[config.mk]
export PLATFORM = sky130hd
export DESIGN_NAME = wake_source_config_regs
export DESIGN_NICKNAME = d
export VERILOG_FILES = /design/src/wake_regs_pkg.sv /design/src/spi_regs_if.sv /design/src/spi_frame_port.sv /design/src/wake_source_config_regs.sv
export SDC_FILE = /design/constraint.sdc
export NUM_CORES = 1
export LEC_CHECK = 0
export ABC_CLOCK_PERIOD_IN_PS = 2700
export BUFFER_PORTS_ARGS = -buffer_cell sky130_fd_sc_hd__buf_2
export CORE_MARGIN = 2
export CORE_UTILIZATION = 50
export CTS_BUF_LIST = sky130_fd_sc_hd__clkbuf_8
export CTS_CLUSTER_DIAMETER = 200
export CTS_CLUSTER_SIZE = 28
export DETAILED_ROUTE_END_ITERATION = 6
export PLACE_DENSITY = 0.69
export SYNTH_ARGS = -nofsm -noshare
export SYNTH_HDL_FRONTEND = slang
export SYNTH_SLANG_ARGS = --single-unit
[constraint.sdc]
create_clock -name clock -period 2.7 [get_ports clock]
set_input_delay 0.27 -clock clock [delete_from_list [all_inputs] [get_ports clock]]
set_output_delay 0.27 -clock clock [all_outputs]
set_load 0.005 [all_outputs]
[src/wake_regs_pkg.sv]
package wake_regs_pkg;
	localparam int        FRAME_BITS    = 16;
	localparam int        HDR_BITS      = 8;
	localparam int        ADDR_W        = 7;
	localparam int        DATA_W        = 8;
	// register offsets
	localparam logic [6:0] OFS_WD_CTRL   = 7'h03;
	localparam logic [6:0] OFS_BUS_CTRL  = 7'h04;
	localparam logic [6:0] OFS_INT_WAKE  = 7'h06;
	localparam logic [6:0] OFS_EXT_WAKE  = 7'h07;
	localparam logic [6:0] OFS_BIAS      = 7'h08;
	localparam logic [6:0] OFS_FILTER    = 7'h09;
	// values after power-on or soft reset
	localparam logic [7:0] RST_WD_CTRL   = 8'h00;
	localparam logic [7:0] RST_BUS_CTRL  = 8'h20;
	localparam logic [7:0] RST_INT_WAKE  = 8'h00;
	localparam logic [7:0] RST_EXT_WAKE  = 8'h07;
	localparam logic [7:0] RST_BIAS      = 8'h00;
	localparam logic [7:0] RST_FILTER    = 8'h00;
	// implemented bits, the rest reads zero
	localparam logic [7:0] MSK_WD_CTRL   = 8'hf7;
	localparam logic [7:0] MSK_BUS_CTRL  = 8'hfb;
	localparam logic [7:0] MSK_INT_WAKE  = 8'hc4;
	localparam logic [7:0] MSK_EXT_WAKE  = 8'ha7;
	localparam logic [7:0] MSK_BIAS      = 8'h3f;
	localparam logic [7:0] MSK_FILTER    = 8'h3f;
	// bits kept over a restart
	localparam logic [7:0] KEEP_INT_WAKE = 8'hc0;
	localparam logic [7:0] KEEP_EXT_WAKE = 8'ha7;
	// fail-safe forcing
	localparam logic [4:0] FS_BUS_LOW    = 5'h09;
	localparam logic [4:0] FS_EXT_LOW    = 5'h07;
	// field positions
	localparam int        B_TMR_B_WK    = 7;
	localparam int        B_TMR_A_WK    = 6;
	localparam int        B_STOP_HI     = 2;
	localparam int        B_STOP_LO     = 6;
	localparam int        B_INT_GLOBAL  = 7;
	localparam int        B_EXT_RSVD6   = 6;
	localparam int        B_MEASURE     = 5;
	localparam int        B_CAN_LO      = 0;
	localparam int        B_LIN_LO      = 3;
	localparam logic [1:0] MODE_WAKE_CAP = 2'h1;
	// bias field codes
	localparam logic [1:0] BIAS_NONE     = 2'h0;
	localparam logic [1:0] BIAS_DOWN     = 2'h1;
	localparam logic [1:0] BIAS_UP       = 2'h2;
	localparam logic [1:0] BIAS_AUTO     = 2'h3;
endpackage : wake_regs_pkg

[src/spi_regs_if.sv]
`timescale 1ns/100ps
`default_nettype none
interface spi_regs_if;
	logic [6:0] rd_addr;
	logic [7:0] rd_data;
	logic       wr_en;
	logic [6:0] wr_addr;
	logic [7:0] wr_data;
	logic       frame_end;
	modport port (output rd_addr, input rd_data, output wr_en, output wr_addr,
		output wr_data, output frame_end);
	modport regs (input rd_addr, output rd_data, input wr_en, input wr_addr,
		input wr_data, input frame_end);
endinterface : spi_regs_if
`default_nettype wire

[src/spi_frame_port.sv]
`timescale 1ns/100ps
`default_nettype none
module spi_frame_port
	import wake_regs_pkg::*;
(
	input  wire logic   clock,    // system clock
	input  wire logic   rst,      // synchronous reset
	input  wire logic   sclk_pin, // serial clock pin
	input  wire logic   csn_pin,  // chip select pin, low active
	input  wire logic   mosi_pin, // serial data in
	output var  logic   sdo,      // serial data out
	spi_regs_if.port    bus       // register side
);
	typedef enum logic [1:0] {S_IDLE = 2'b01, S_SHIFT = 2'b10} st_t;
	typedef struct packed {
		logic [2:0]  sclk_s;
		logic [2:0]  csn_s;
		logic [1:0]  mosi_s;
		st_t         st;
		logic [4:0]  cnt;
		logic [15:0] rx;
		logic [7:0]  tx;
		logic        sdo;
		logic        done;
	} spi_t;
	localparam spi_t SPI_RESET = '{sclk_s: 3'h0, csn_s: 3'h7, mosi_s: 2'h0, st: S_IDLE,
		cnt: 5'h00, rx: 16'h0000, tx: 8'h00, sdo: 1'b0, done: 1'b0};
	spi_t q;
	spi_t d;
	logic rise;
	logic fall;

	assign rise          = q.sclk_s[1] & ~q.sclk_s[2];
	assign fall          = ~q.sclk_s[1] & q.sclk_s[2];
	assign bus.rd_addr   = q.rx[6:0];
	assign bus.wr_addr   = q.rx[14:8];
	assign bus.wr_data   = q.rx[7:0];
	assign bus.wr_en     = q.done & q.rx[15];
	assign bus.frame_end = q.done;
	assign sdo           = q.sdo;

	always_comb begin
		d        = q;
		d.sclk_s = {q.sclk_s[1:0], sclk_pin};
		d.csn_s  = {q.csn_s[1:0], csn_pin};
		d.mosi_s = {q.mosi_s[0], mosi_pin};
		d.done   = 1'b0;
		case (q.st)
			S_IDLE: begin
				if (!q.csn_s[1]) begin
					d.st  = S_SHIFT;
					d.cnt = 5'h00;
					d.tx  = 8'h00;
					d.sdo = 1'b0;
				end
			end
			S_SHIFT: begin
				if (q.csn_s[1]) begin
					// only whole frames count, value applied after select ends
					d.st   = S_IDLE;
					d.done = (q.cnt == 5'(FRAME_BITS));
				end else begin
					if (rise && q.cnt != 5'(FRAME_BITS)) begin
						d.rx  = {q.rx[14:0], q.mosi_s[1]};
						d.cnt = q.cnt + 5'h01;
					end
					if (fall) begin
						if (q.cnt == 5'(HDR_BITS)) begin
							d.sdo = bus.rd_data[7];
							d.tx  = {bus.rd_data[6:0], 1'b0};
						end else begin
							d.sdo = q.tx[7];
							d.tx  = {q.tx[6:0], 1'b0};
						end
					end
				end
			end
			default: d.st = S_IDLE;
		endcase
	end

	always_ff @(posedge clock) begin
		if (rst)
			q <= SPI_RESET;
		else
			q <= d;
	end
endmodule : spi_frame_port
`default_nettype wire

[src/wake_source_config_regs.sv]
// Operation
// - bit7 internal: second cyclic timer wakes
// - bit6 internal: first cyclic timer wakes
// - bit2 internal: stop-mode watchdog off, upper
// - bit7 external: interrupt on wakes or all status
// - measure select disables inputs one, two wake
// - measuring in normal mode, levels meaningless
// - bits2..0 external enable wake inputs three..one
// - external resets 0x07; restart clears bits 6,4,3
// - restart keeps timer enables, clears 5..0
// - fail-safe forces bus and external wake values
// - bus wakes enabled by wake-capable transceiver modes
// - bias codes: none, down, up, auto
// - bias fields 5:4,3:2,1:0, reset zero
// - reserved bits read zero, writes ignored
// - watchdog control bit6: stop-mode off, lower
// - internal register at 0x06, resets zero
`timescale 1ns/100ps
`default_nettype none
module wake_source_config_regs
	import wake_regs_pkg::*;
(
	input  wire logic       clock,           // 50 MHz system clock
	input  wire logic       rst,             // power-on or soft reset
	input  wire logic       sclk_pin,        // spi clock
	input  wire logic       csn_pin,         // spi select, low active
	input  wire logic       mosi_pin,        // spi data in
	output var  logic       sdo,             // spi data out
	input  wire logic       restart_req,     // restart pulse
	input  wire logic       failsafe_entry,  // fail-safe entry pulse
	input  wire logic       normal_mode,     // device in normal mode
	input  wire logic       stop_off_hw_clr, // hardware clears stop-off code
	input  wire logic [2:0] hv_wake_pin,     // high-voltage wake inputs
	input  wire logic       timer_a_evt,     // first cyclic timer event
	input  wire logic       timer_b_evt,     // second cyclic timer event
	input  wire logic       can_wake_evt,    // can bus wake pattern
	input  wire logic       lin_wake_evt,    // lin bus wake pattern
	input  wire logic       status_evt,      // other status bit set
	output var  logic       int_n,           // interrupt to host, low active
	output var  logic       wake_pulse,      // wake seen
	output var  logic       measure_active,  // measuring, levels 1,2 invalid
	output var  logic [2:0] hv_level,        // synced input levels
	output var  logic [1:0] hv_input3_bias,  // bias of input three
	output var  logic [1:0] hv_input2_bias,  // bias of input two
	output var  logic [1:0] hv_input1_bias,  // bias of input one
	output var  logic [5:0] filter_cfg,      // filter configuration
	output var  logic [1:0] stop_off_code,   // watchdog stop-mode code
	output var  logic [1:0] can_mode,        // can transceiver mode
	output var  logic [1:0] lin_mode         // lin transceiver mode
);
	typedef struct packed {
		logic [7:0] wd_ctl;
		logic [7:0] bus_ctl;
		logic [7:0] int_wk;
		logic [7:0] ext_wk;
		logic [7:0] bias;
		logic [7:0] filt;
		logic [2:0] wk_s1;
		logic [2:0] wk_s2;
		logic [2:0] wk_s3;
		logic       int_n;
		logic       wake;
		logic       meas;
	} regs_t;

	spi_regs_if bus ();
	regs_t q;
	regs_t d;
	logic       wake_now;
	logic [2:0] wk_edge;
	logic [2:0] wk_en_eff;
	logic       bus_wake;

	spi_frame_port u_spi (
		.clock    (clock),
		.rst      (rst),
		.sclk_pin (sclk_pin),
		.csn_pin  (csn_pin),
		.mosi_pin (mosi_pin),
		.sdo      (sdo),
		.bus      (bus.port)
	);

	function automatic logic [7:0] read_reg(input logic [6:0] a, input regs_t r);
		logic [7:0] v;
		v = 8'h00;
		if (a == OFS_WD_CTRL)
			v = r.wd_ctl;
		else if (a == OFS_BUS_CTRL)
			v = r.bus_ctl;
		else if (a == OFS_INT_WAKE)
			v = r.int_wk;
		else if (a == OFS_EXT_WAKE)
			v = r.ext_wk;
		else if (a == OFS_BIAS)
			v = r.bias;
		else if (a == OFS_FILTER)
			v = r.filt;
		return v;
	endfunction : read_reg

	function automatic logic [7:0] wr_masked(input logic [7:0] data, input logic [7:0] msk);
		return data & msk;
	endfunction : wr_masked

	assign bus.rd_data = read_reg(bus.rd_addr, q);

	// edges of the synced wake inputs and effective enables
	assign wk_edge   = q.wk_s2 ^ q.wk_s3;
	assign wk_en_eff = {q.ext_wk[2], q.ext_wk[1:0] & {2{~q.ext_wk[B_MEASURE]}}};
	assign bus_wake  = (can_wake_evt && q.bus_ctl[1:0] == MODE_WAKE_CAP)
		| (lin_wake_evt && q.bus_ctl[4:3] == MODE_WAKE_CAP);
	assign wake_now  = (timer_b_evt & q.int_wk[B_TMR_B_WK])
		| (timer_a_evt & q.int_wk[B_TMR_A_WK])
		| (|(wk_edge & wk_en_eff))
		| bus_wake;

	always_comb begin
		d       = q;
		d.wk_s1 = hv_wake_pin;
		d.wk_s2 = q.wk_s1;
		d.wk_s3 = q.wk_s2;
		d.wake  = wake_now;
		d.int_n = ~(wake_now | (q.ext_wk[B_INT_GLOBAL] & status_evt));
		d.meas  = q.ext_wk[B_MEASURE] & normal_mode;
		if (stop_off_hw_clr) begin
			d.int_wk[B_STOP_HI] = 1'b0;
			d.wd_ctl[B_STOP_LO] = 1'b0;
		end
		if (failsafe_entry) begin
			d.bus_ctl[4:0]          = FS_BUS_LOW;
			d.ext_wk[B_EXT_RSVD6]   = 1'b0;
			d.ext_wk[4:0]           = FS_EXT_LOW;
		end else if (restart_req) begin
			d.ext_wk = q.ext_wk & KEEP_EXT_WAKE;
			d.int_wk = q.int_wk & KEEP_INT_WAKE;
		end else if (bus.wr_en) begin
			// a write beats a hardware clear in the same cycle
			if (bus.wr_addr == OFS_WD_CTRL)
				d.wd_ctl = wr_masked(bus.wr_data, MSK_WD_CTRL);
			else if (bus.wr_addr == OFS_BUS_CTRL)
				d.bus_ctl = wr_masked(bus.wr_data, MSK_BUS_CTRL);
			else if (bus.wr_addr == OFS_INT_WAKE)
				d.int_wk = wr_masked(bus.wr_data, MSK_INT_WAKE);
			else if (bus.wr_addr == OFS_EXT_WAKE)
				d.ext_wk = wr_masked(bus.wr_data, MSK_EXT_WAKE);
			else if (bus.wr_addr == OFS_BIAS)
				d.bias = wr_masked(bus.wr_data, MSK_BIAS);
			else if (bus.wr_addr == OFS_FILTER)
				d.filt = wr_masked(bus.wr_data, MSK_FILTER);
		end
	end

	always_ff @(posedge clock) begin
		if (rst) begin
			q.wd_ctl  <= RST_WD_CTRL;
			q.bus_ctl <= RST_BUS_CTRL;
			q.int_wk  <= RST_INT_WAKE;
			q.ext_wk  <= RST_EXT_WAKE;
			q.bias    <= RST_BIAS;
			q.filt    <= RST_FILTER;
			q.wk_s1   <= 3'h0;
			q.wk_s2   <= 3'h0;
			q.wk_s3   <= 3'h0;
			q.int_n   <= 1'b1;
			q.wake    <= 1'b0;
			q.meas    <= 1'b0;
		end else begin
			q <= d;
		end
	end

	assign int_n          = q.int_n;
	assign wake_pulse     = q.wake;
	assign measure_active = q.meas;
	assign hv_level       = q.wk_s2;
	assign hv_input3_bias = q.bias[5:4];
	assign hv_input2_bias = q.bias[3:2];
	assign hv_input1_bias = q.bias[1:0];
	assign filter_cfg     = q.filt[5:0];
	assign stop_off_code  = {q.int_wk[B_STOP_HI], q.wd_ctl[B_STOP_LO]};
	assign can_mode       = q.bus_ctl[1:0];
	assign lin_mode       = q.bus_ctl[4:3];
endmodule : wake_source_config_regs
`default_nettype wire

==> results of run 1 <==
-- metrics by stage --
step / hold slack, ns / util, %
2_1_floorplan: 0.3738 / -
3_3_place_gp: 0.3930 / 53.61
3_5_place_dp: 0.3928 / 53.61
4_1_cts: 0.07753 / 56.19
5_1_grt: 0.08545 / 56.19
6_report: 0.09224 / 56.19
-- power by group through the flow --
stage / logic, mW / clock network, mW / registers [mW]
2_1_floorplan: 0.0521 / 0 / 1.30
3_3_place_gp: 0.0759 / 0 / 1.31
3_5_place_dp: 0.0777 / 0 / 1.31
4_1_cts: 0.0781 / 0.929 / 1.28
5_1_grt: 0.0856 / 0.979 / 1.28
6_report: 0.0777 / 0.908 / 1.28
-- cell usage in the layout (no fill, tap or decap), types with 4 or more instances in the layout --
cell and count:
clkbuf_8 9, inv_1 13, nand2b_1 14, nand4_1 8, a21oi_1 31, buf_4 13, nand3_1 16, nor2b_1 19
dfxtp_1 85, buf_2 41, and3_1 4, o21ai_0 20, o211ai_1 6, or3_1 6, mux2i_1 20, nand4b_1 4
nor3_1 5, nor2_1 10, nand2_1 70, a31oi_1 7
-- cell type report --
class,instances,area share (%)
multi-input cells,315,45.44
flip-flops and latches,85,38.99
repair buffers,54,6.938
well taps,102,2.924
clock buffers,9,2.838
clock inverters,7,1.749
inverters,13,1.118
-- flip-flops by register name (all words and copies together) (netlist names) --
signal	cells
stop_off_code	2
hv_input2_bias	2
hv_level	3
hv_input3_bias	2
hv_input1_bias	2
q	19
u_spi.bus.frame_end	1
u_spi.d	5
wake_pulse	1
int_n	1
u_spi.sdo	1
u_spi.bus.wr_data	1
measure_active	1
u_spi.bus.rd_addr	7
filter_cfg	6
u_spi.q	17
d	3
can_mode	2
lin_mode	2
u_spi.bus.wr_addr	7
-- metal layers --
layer | wire (um) | GRT usage [%] | vias up
li1 | - | - | 1662
met3 | 470 | 3.852 | 21
met1 | 4275 | 29.91 | 1608
met5 | 0 | 0 | -
met2 | 4714 | 36.85 | 109
met4 | 257 | 11.11 | 0
-- kinds of logic (layout without fill, tap and decap cells) --
| logic type | count (synthesis) | in the layout | share of synthesized area (%) |
|---|---|---|---|
| AOI/OAI and AO/OA | 97 | 97 | 15.90 |
| adders and majority gates | 2 | 2 | 0.6222 |
| muxes | 23 | 23 | 5.818 |
| xor gates and xnor gates | 3 | 3 | 0.6535 |
| buffers and inverters | 66 | 83 | 8.494 |
| DFF | 85 | 85 | 42.31 |
| and+or+nand+nor | 190 | 190 | 26.20 |
-- how the worst min path moves through the flow --
stage | end | slack, ns | depth (start not counted)
4_1_cts | u_spi.d[36] | 0.08 | 2
3_5_place_dp | u_spi.d[37] | 0.39 | 1
2_1_floorplan | u_spi.d[36] | 0.37 | 1
6_report | u_spi.d[36] | 0.09 | 2
5_1_grt | u_spi.d[36] | 0.09 | 2
3_3_place_gp | u_spi.d[37] | 0.39 | 1
==> results.cfg, run 1 <==
[outcome]
status = finished clean

[synth]
ys.warnings.count = 0
synth_top_area_cell = dfxtp_1
syn_inst = 466
synthArstFlopShare_pct = 0
ys.flop_type = dfxtp_1
yosys.cell_types.count = 64
avgSynthCellArea_um2 = 8.630
synthTopCellsByCount = dfxtp_1 (85), nand2_1 (70), a21oi_1 (31), clkbuf_1 (27), buf_4 (21)
netlist.area_leader.share_pct = 42.31
yosysMostFrequentCell = dfxtp_1
ys_seq_elements = 85
syn-cell-area_um2 = 4021
synth_area_leaders = dfxtp_1 (42%), nand2_1 (6.5%), mux2i_1 (5.0%)
ys_seq_area_share_pct = 42.31
syn-num-nets = 485
synth_edf_count = 0

[floorplan]
fp.dieH_um = 93.68
die_area_um2 = 8776
start_util_pct = 51.77
die_w_um = 93.68
num_rows = 32
core_um2 = 7767
io_pins = 42

[clock_network]
htree_levels = 3
clk_pin_slew_ns = 0.09
cts_buffers = 9
post-cts-setup-buffer-count = 0
cts_sinks = 85
insertion_delay_ns = 0.35
cts_hold_buf = 0
cts_tree = yes
cts_resized = 0
cts-root-buf = clkbuf_8
cts.path.max_buffers = 2

[setup_path]
r2r_start = u_spi.q[26]
end_kind = flop
critPathCapture = u_spi.q[27]
path_cells = inv_1, ha_1, nor4bb_1, or3_1, o211ai_1, a21oi_1
cp_num_buf_inv = 1
reg2reg_depth = 6
critPathLaunchType = flop
cp.required_ns = 2.98
timing.reg2reg.setup_slack_ns = 0.48
crit_start = u_spi.q[26]
worstPathArrival_ns = 2.50
critPathMaxStageDelay_ns = 0.61
worstSetupPathDepth = 6
crit_family = simple AND/OR/NAND/NOR gates
crit_path_max_fanout = 19
cpMaxStageDelayCell = or3_1
crit_type = flop to flop
r2r_end = u_spi.q[27]

[timing]
fin_crit_ns = 2.224
slew_headroom_pct = 55.32
finClkSkew_ns = 0.009735
fin_ws_ns = 0.4755
slew_viol_final = 0
fin_setup_tns_ns = 0
max_freq_ghz = 0.4495
hold_viol_final = 0
worst_pin_slew_ns = 0.6702
finalSetupViolations = 0
finalCritPeriodShare_pct = 82.39
grt_setup_unrepaired = no

[place]
dp.cells = 569
post-dp-hpwl_um = 6903
routabilityCongestion = 0.9239
port_buffers = 41
dp_worst_setup_slack_ns = 0.4766
place_area_um2 = 4164

[min_path]
min-delay-start = csn_pin
hp-class = primary input to flop

[final_layout]
stdcell_area_um2 = 4364
diodes = 0
fillers = 735
area_growth_pct = 8.525
ff_latch_area_um2 = 1702
layout.nets = 497
drive_above_1_share_pct = 18.01
multi_input_area_um2 = 1983
instances_no_fill = 585

[route]
first_iter_violations = 235
wl_per_cell_um = 16.61
wl_um = 9717
post_drt_via_cell_ratio = 5.812
drt_first_pass_iters = 4
drtAntennaViolNets = 0
drc_errors = 0
vias = 3400

[power_and_ir_drop]
pwr-share-seq_pct = 56.4
p_per_area_nw_per_um2 = 518.6
switching_share_pct = 23.52
power.internal_mw = 1.731
p_total_mw = 2.263
clockPowerShare_pct = 40.1
vdd_drop_max_uv = 236.5
p_comb_share_pct = 3.4
leakage_nw = 1.657
power_switching_mw = 0.5323

[global_route]
antenna_found_initial = 0
grt_max_degree = 39
grt_overflow = 0
grt_pass1_wl_um = 15730
grt_usage_pct = 22.94
grt_pass1_vias = 3174

[job]
drv_cap = 0
Note: power is estimated with default switching activity, not from simulation.
==> run 2: changes to the inputs <==
--- a/config.mk
+++ b/config.mk
@@ -5,7 +5,7 @@
 export SDC_FILE = /design/constraint.sdc
 export NUM_CORES = 1
 export LEC_CHECK = 0
-export ABC_CLOCK_PERIOD_IN_PS = 2700
+export ABC_CLOCK_PERIOD_IN_PS = 2200
 export BUFFER_PORTS_ARGS = -buffer_cell sky130_fd_sc_hd__buf_2
 export CORE_MARGIN = 2
 export CORE_UTILIZATION = 50
==> constraint.sdc (replaced) <==
create_clock -name clock -period 2.2 [get_ports clock]
set_input_delay 0.22 -clock clock [delete_from_list [all_inputs] [get_ports clock]]
set_output_delay 0.22 -clock clock [all_outputs]
set_load 0.005 [all_outputs]
==> results.cfg, run 2 (synthesis results as in run 1) <==
[place]
dp_worst_setup_slack_ns = 0.07894
dp.cells = 580
post-dp-hpwl_um = 7249
routabilityCongestion = 0.9209
port_buffers = 41
place_area_um2 = 4247

[setup_path]
path_cells = or4b_4, or3_4, or4_4, mux2i_2
end_kind = flop
cp.required_ns = 2.46
timing.reg2reg.setup_slack_ns = 0.06
crit_type = flop to flop
critPathLaunchType = flop
critPathMaxStageDelay_ns = 0.60
cpMaxStageDelayCell = or4_4
worstPathArrival_ns = 2.40
crit_path_max_fanout = 6

[outcome]
status = finished clean

[timing]
grt_setup_unrepaired = no
finClkSkew_ns = 0.01473
fin_worst_hold_slack_ns = 0.03011
finalSetupViolations = 0
worst_pin_slew_ns = 0.5745
finalCritPeriodShare_pct = 97.39
hold_viol_final = 0
fin_ws_ns = 0.05740
fin_crit_ns = 2.143
max_freq_ghz = 0.4667
fin_setup_tns_ns = 0
slew_viol_final = 0
slew_headroom_pct = 61.18

[final_layout]
largest_register_ffs = 19
reg_top3 = q x19, u_spi.q x17
ff_latch_area_um2 = 1702
layout.nets = 508
fillers = 714
multi_input_area_um2 = 1987
diodes = 0
drive_above_1_share_pct = 20.04
instances_no_fill = 596
area_growth_pct = 11.33
utilization_pct = 57.64
stdcell_area_um2 = 4477
layout_common_cells = dfxtp_1 (85), nand2_1 (70), buf_2 (41)
top_register = q
mostFrequentLayoutCell = dfxtp_1

[clock_network]
cts_buffers = 9
cts-root-buf = clkbuf_8
htree_levels = 3
cts_resized = 0
insertion_delay_ns = 0.37
cts.path.max_buffers = 2
post-cts-setup-buffer-count = 0
cts_hold_buf = 0
cts_tree = yes
cts_sinks = 85
clk_pin_slew_ns = 0.09

[floorplan]
die_w_um = 93.68
core_um2 = 7767
die_area_um2 = 8776
io_pins = 42
fp.dieH_um = 93.68
num_rows = 32
start_util_pct = 51.77

[route]
post_drt_via_cell_ratio = 5.862
first_iter_violations = 243
wl_um = 10160
wl_per_cell_um = 17.05
vias = 3494
drc_errors = 0
drt_first_pass_iters = 5
drtAntennaViolNets = 0

[job]
drv_cap = 0

[global_route]
grt_pass1_wl_um = 16490
grt_pass1_vias = 3196
grt_max_degree = 33
antenna_found_initial = 0
grt_overflow = 0
grt_usage_pct = 24.22

[power_and_ir_drop]
p_total_mw = 2.942
leakage_nw = 1.729
vdd_drop_max_uv = 346.7
p_per_area_nw_per_um2 = 657.1

[min_path]
hp-class = primary input to flop
-- run 2: cell types whose count changed in the layout (fill, tap and decap cells not counted), sizes merged --
cell	before	now
buf	54	65
bufinv	1	2
clkinv	4	1
clkinvlp	2	0
inv	13	17
-- run 2: routing by layer --
metal	GRT usage, %	share of wire (%)
met1	31.95	43
met2	38.27	48
met3	3.772	4.9
met4	12.56	3.9
met5	0	0
-- run 2: area by class of cell --
| cell class | instances | share of cell area [%] |
|---|---|---|
| inverters | 13 | 1.090 |
| multi-input cells | 315 | 44.38 |
| clock buffers | 9 | 2.767 |
| repair buffers | 65 | 8.608 |
| well taps | 102 | 2.851 |
| flip-flops and latches | 85 | 38.01 |
| clock inverters | 7 | 2.292 |
-- run 2: report_power, final --
group          internal (mW)  switching (mW)
clock network          0.658           0.617
logic                 0.0420          0.0571
registers               1.56          0.0113
total                   2.26           0.685
-- run 2: final timing paths --
| path | startpoint | end | cells after the start |
|---|---|---|---|
| setup / recovery | u_spi.bus.wr_addr[6] | q[52] | 4 |
| hold reg to reg | u_spi.d[36] | u_spi.d[37] | 1 |
| setup reg to reg | u_spi.bus.wr_addr[6] | q[52] | 4 |
| hold / removal | csn_pin | u_spi.d[36] | 2 |
-- run 2: worst max-delay path, delay by kind of cell, from the launching register on --
family / cells / cell delay, ns
flops: 1 / 0.34
mux: 1 / 0.18
simple gates: 3 / 1.54
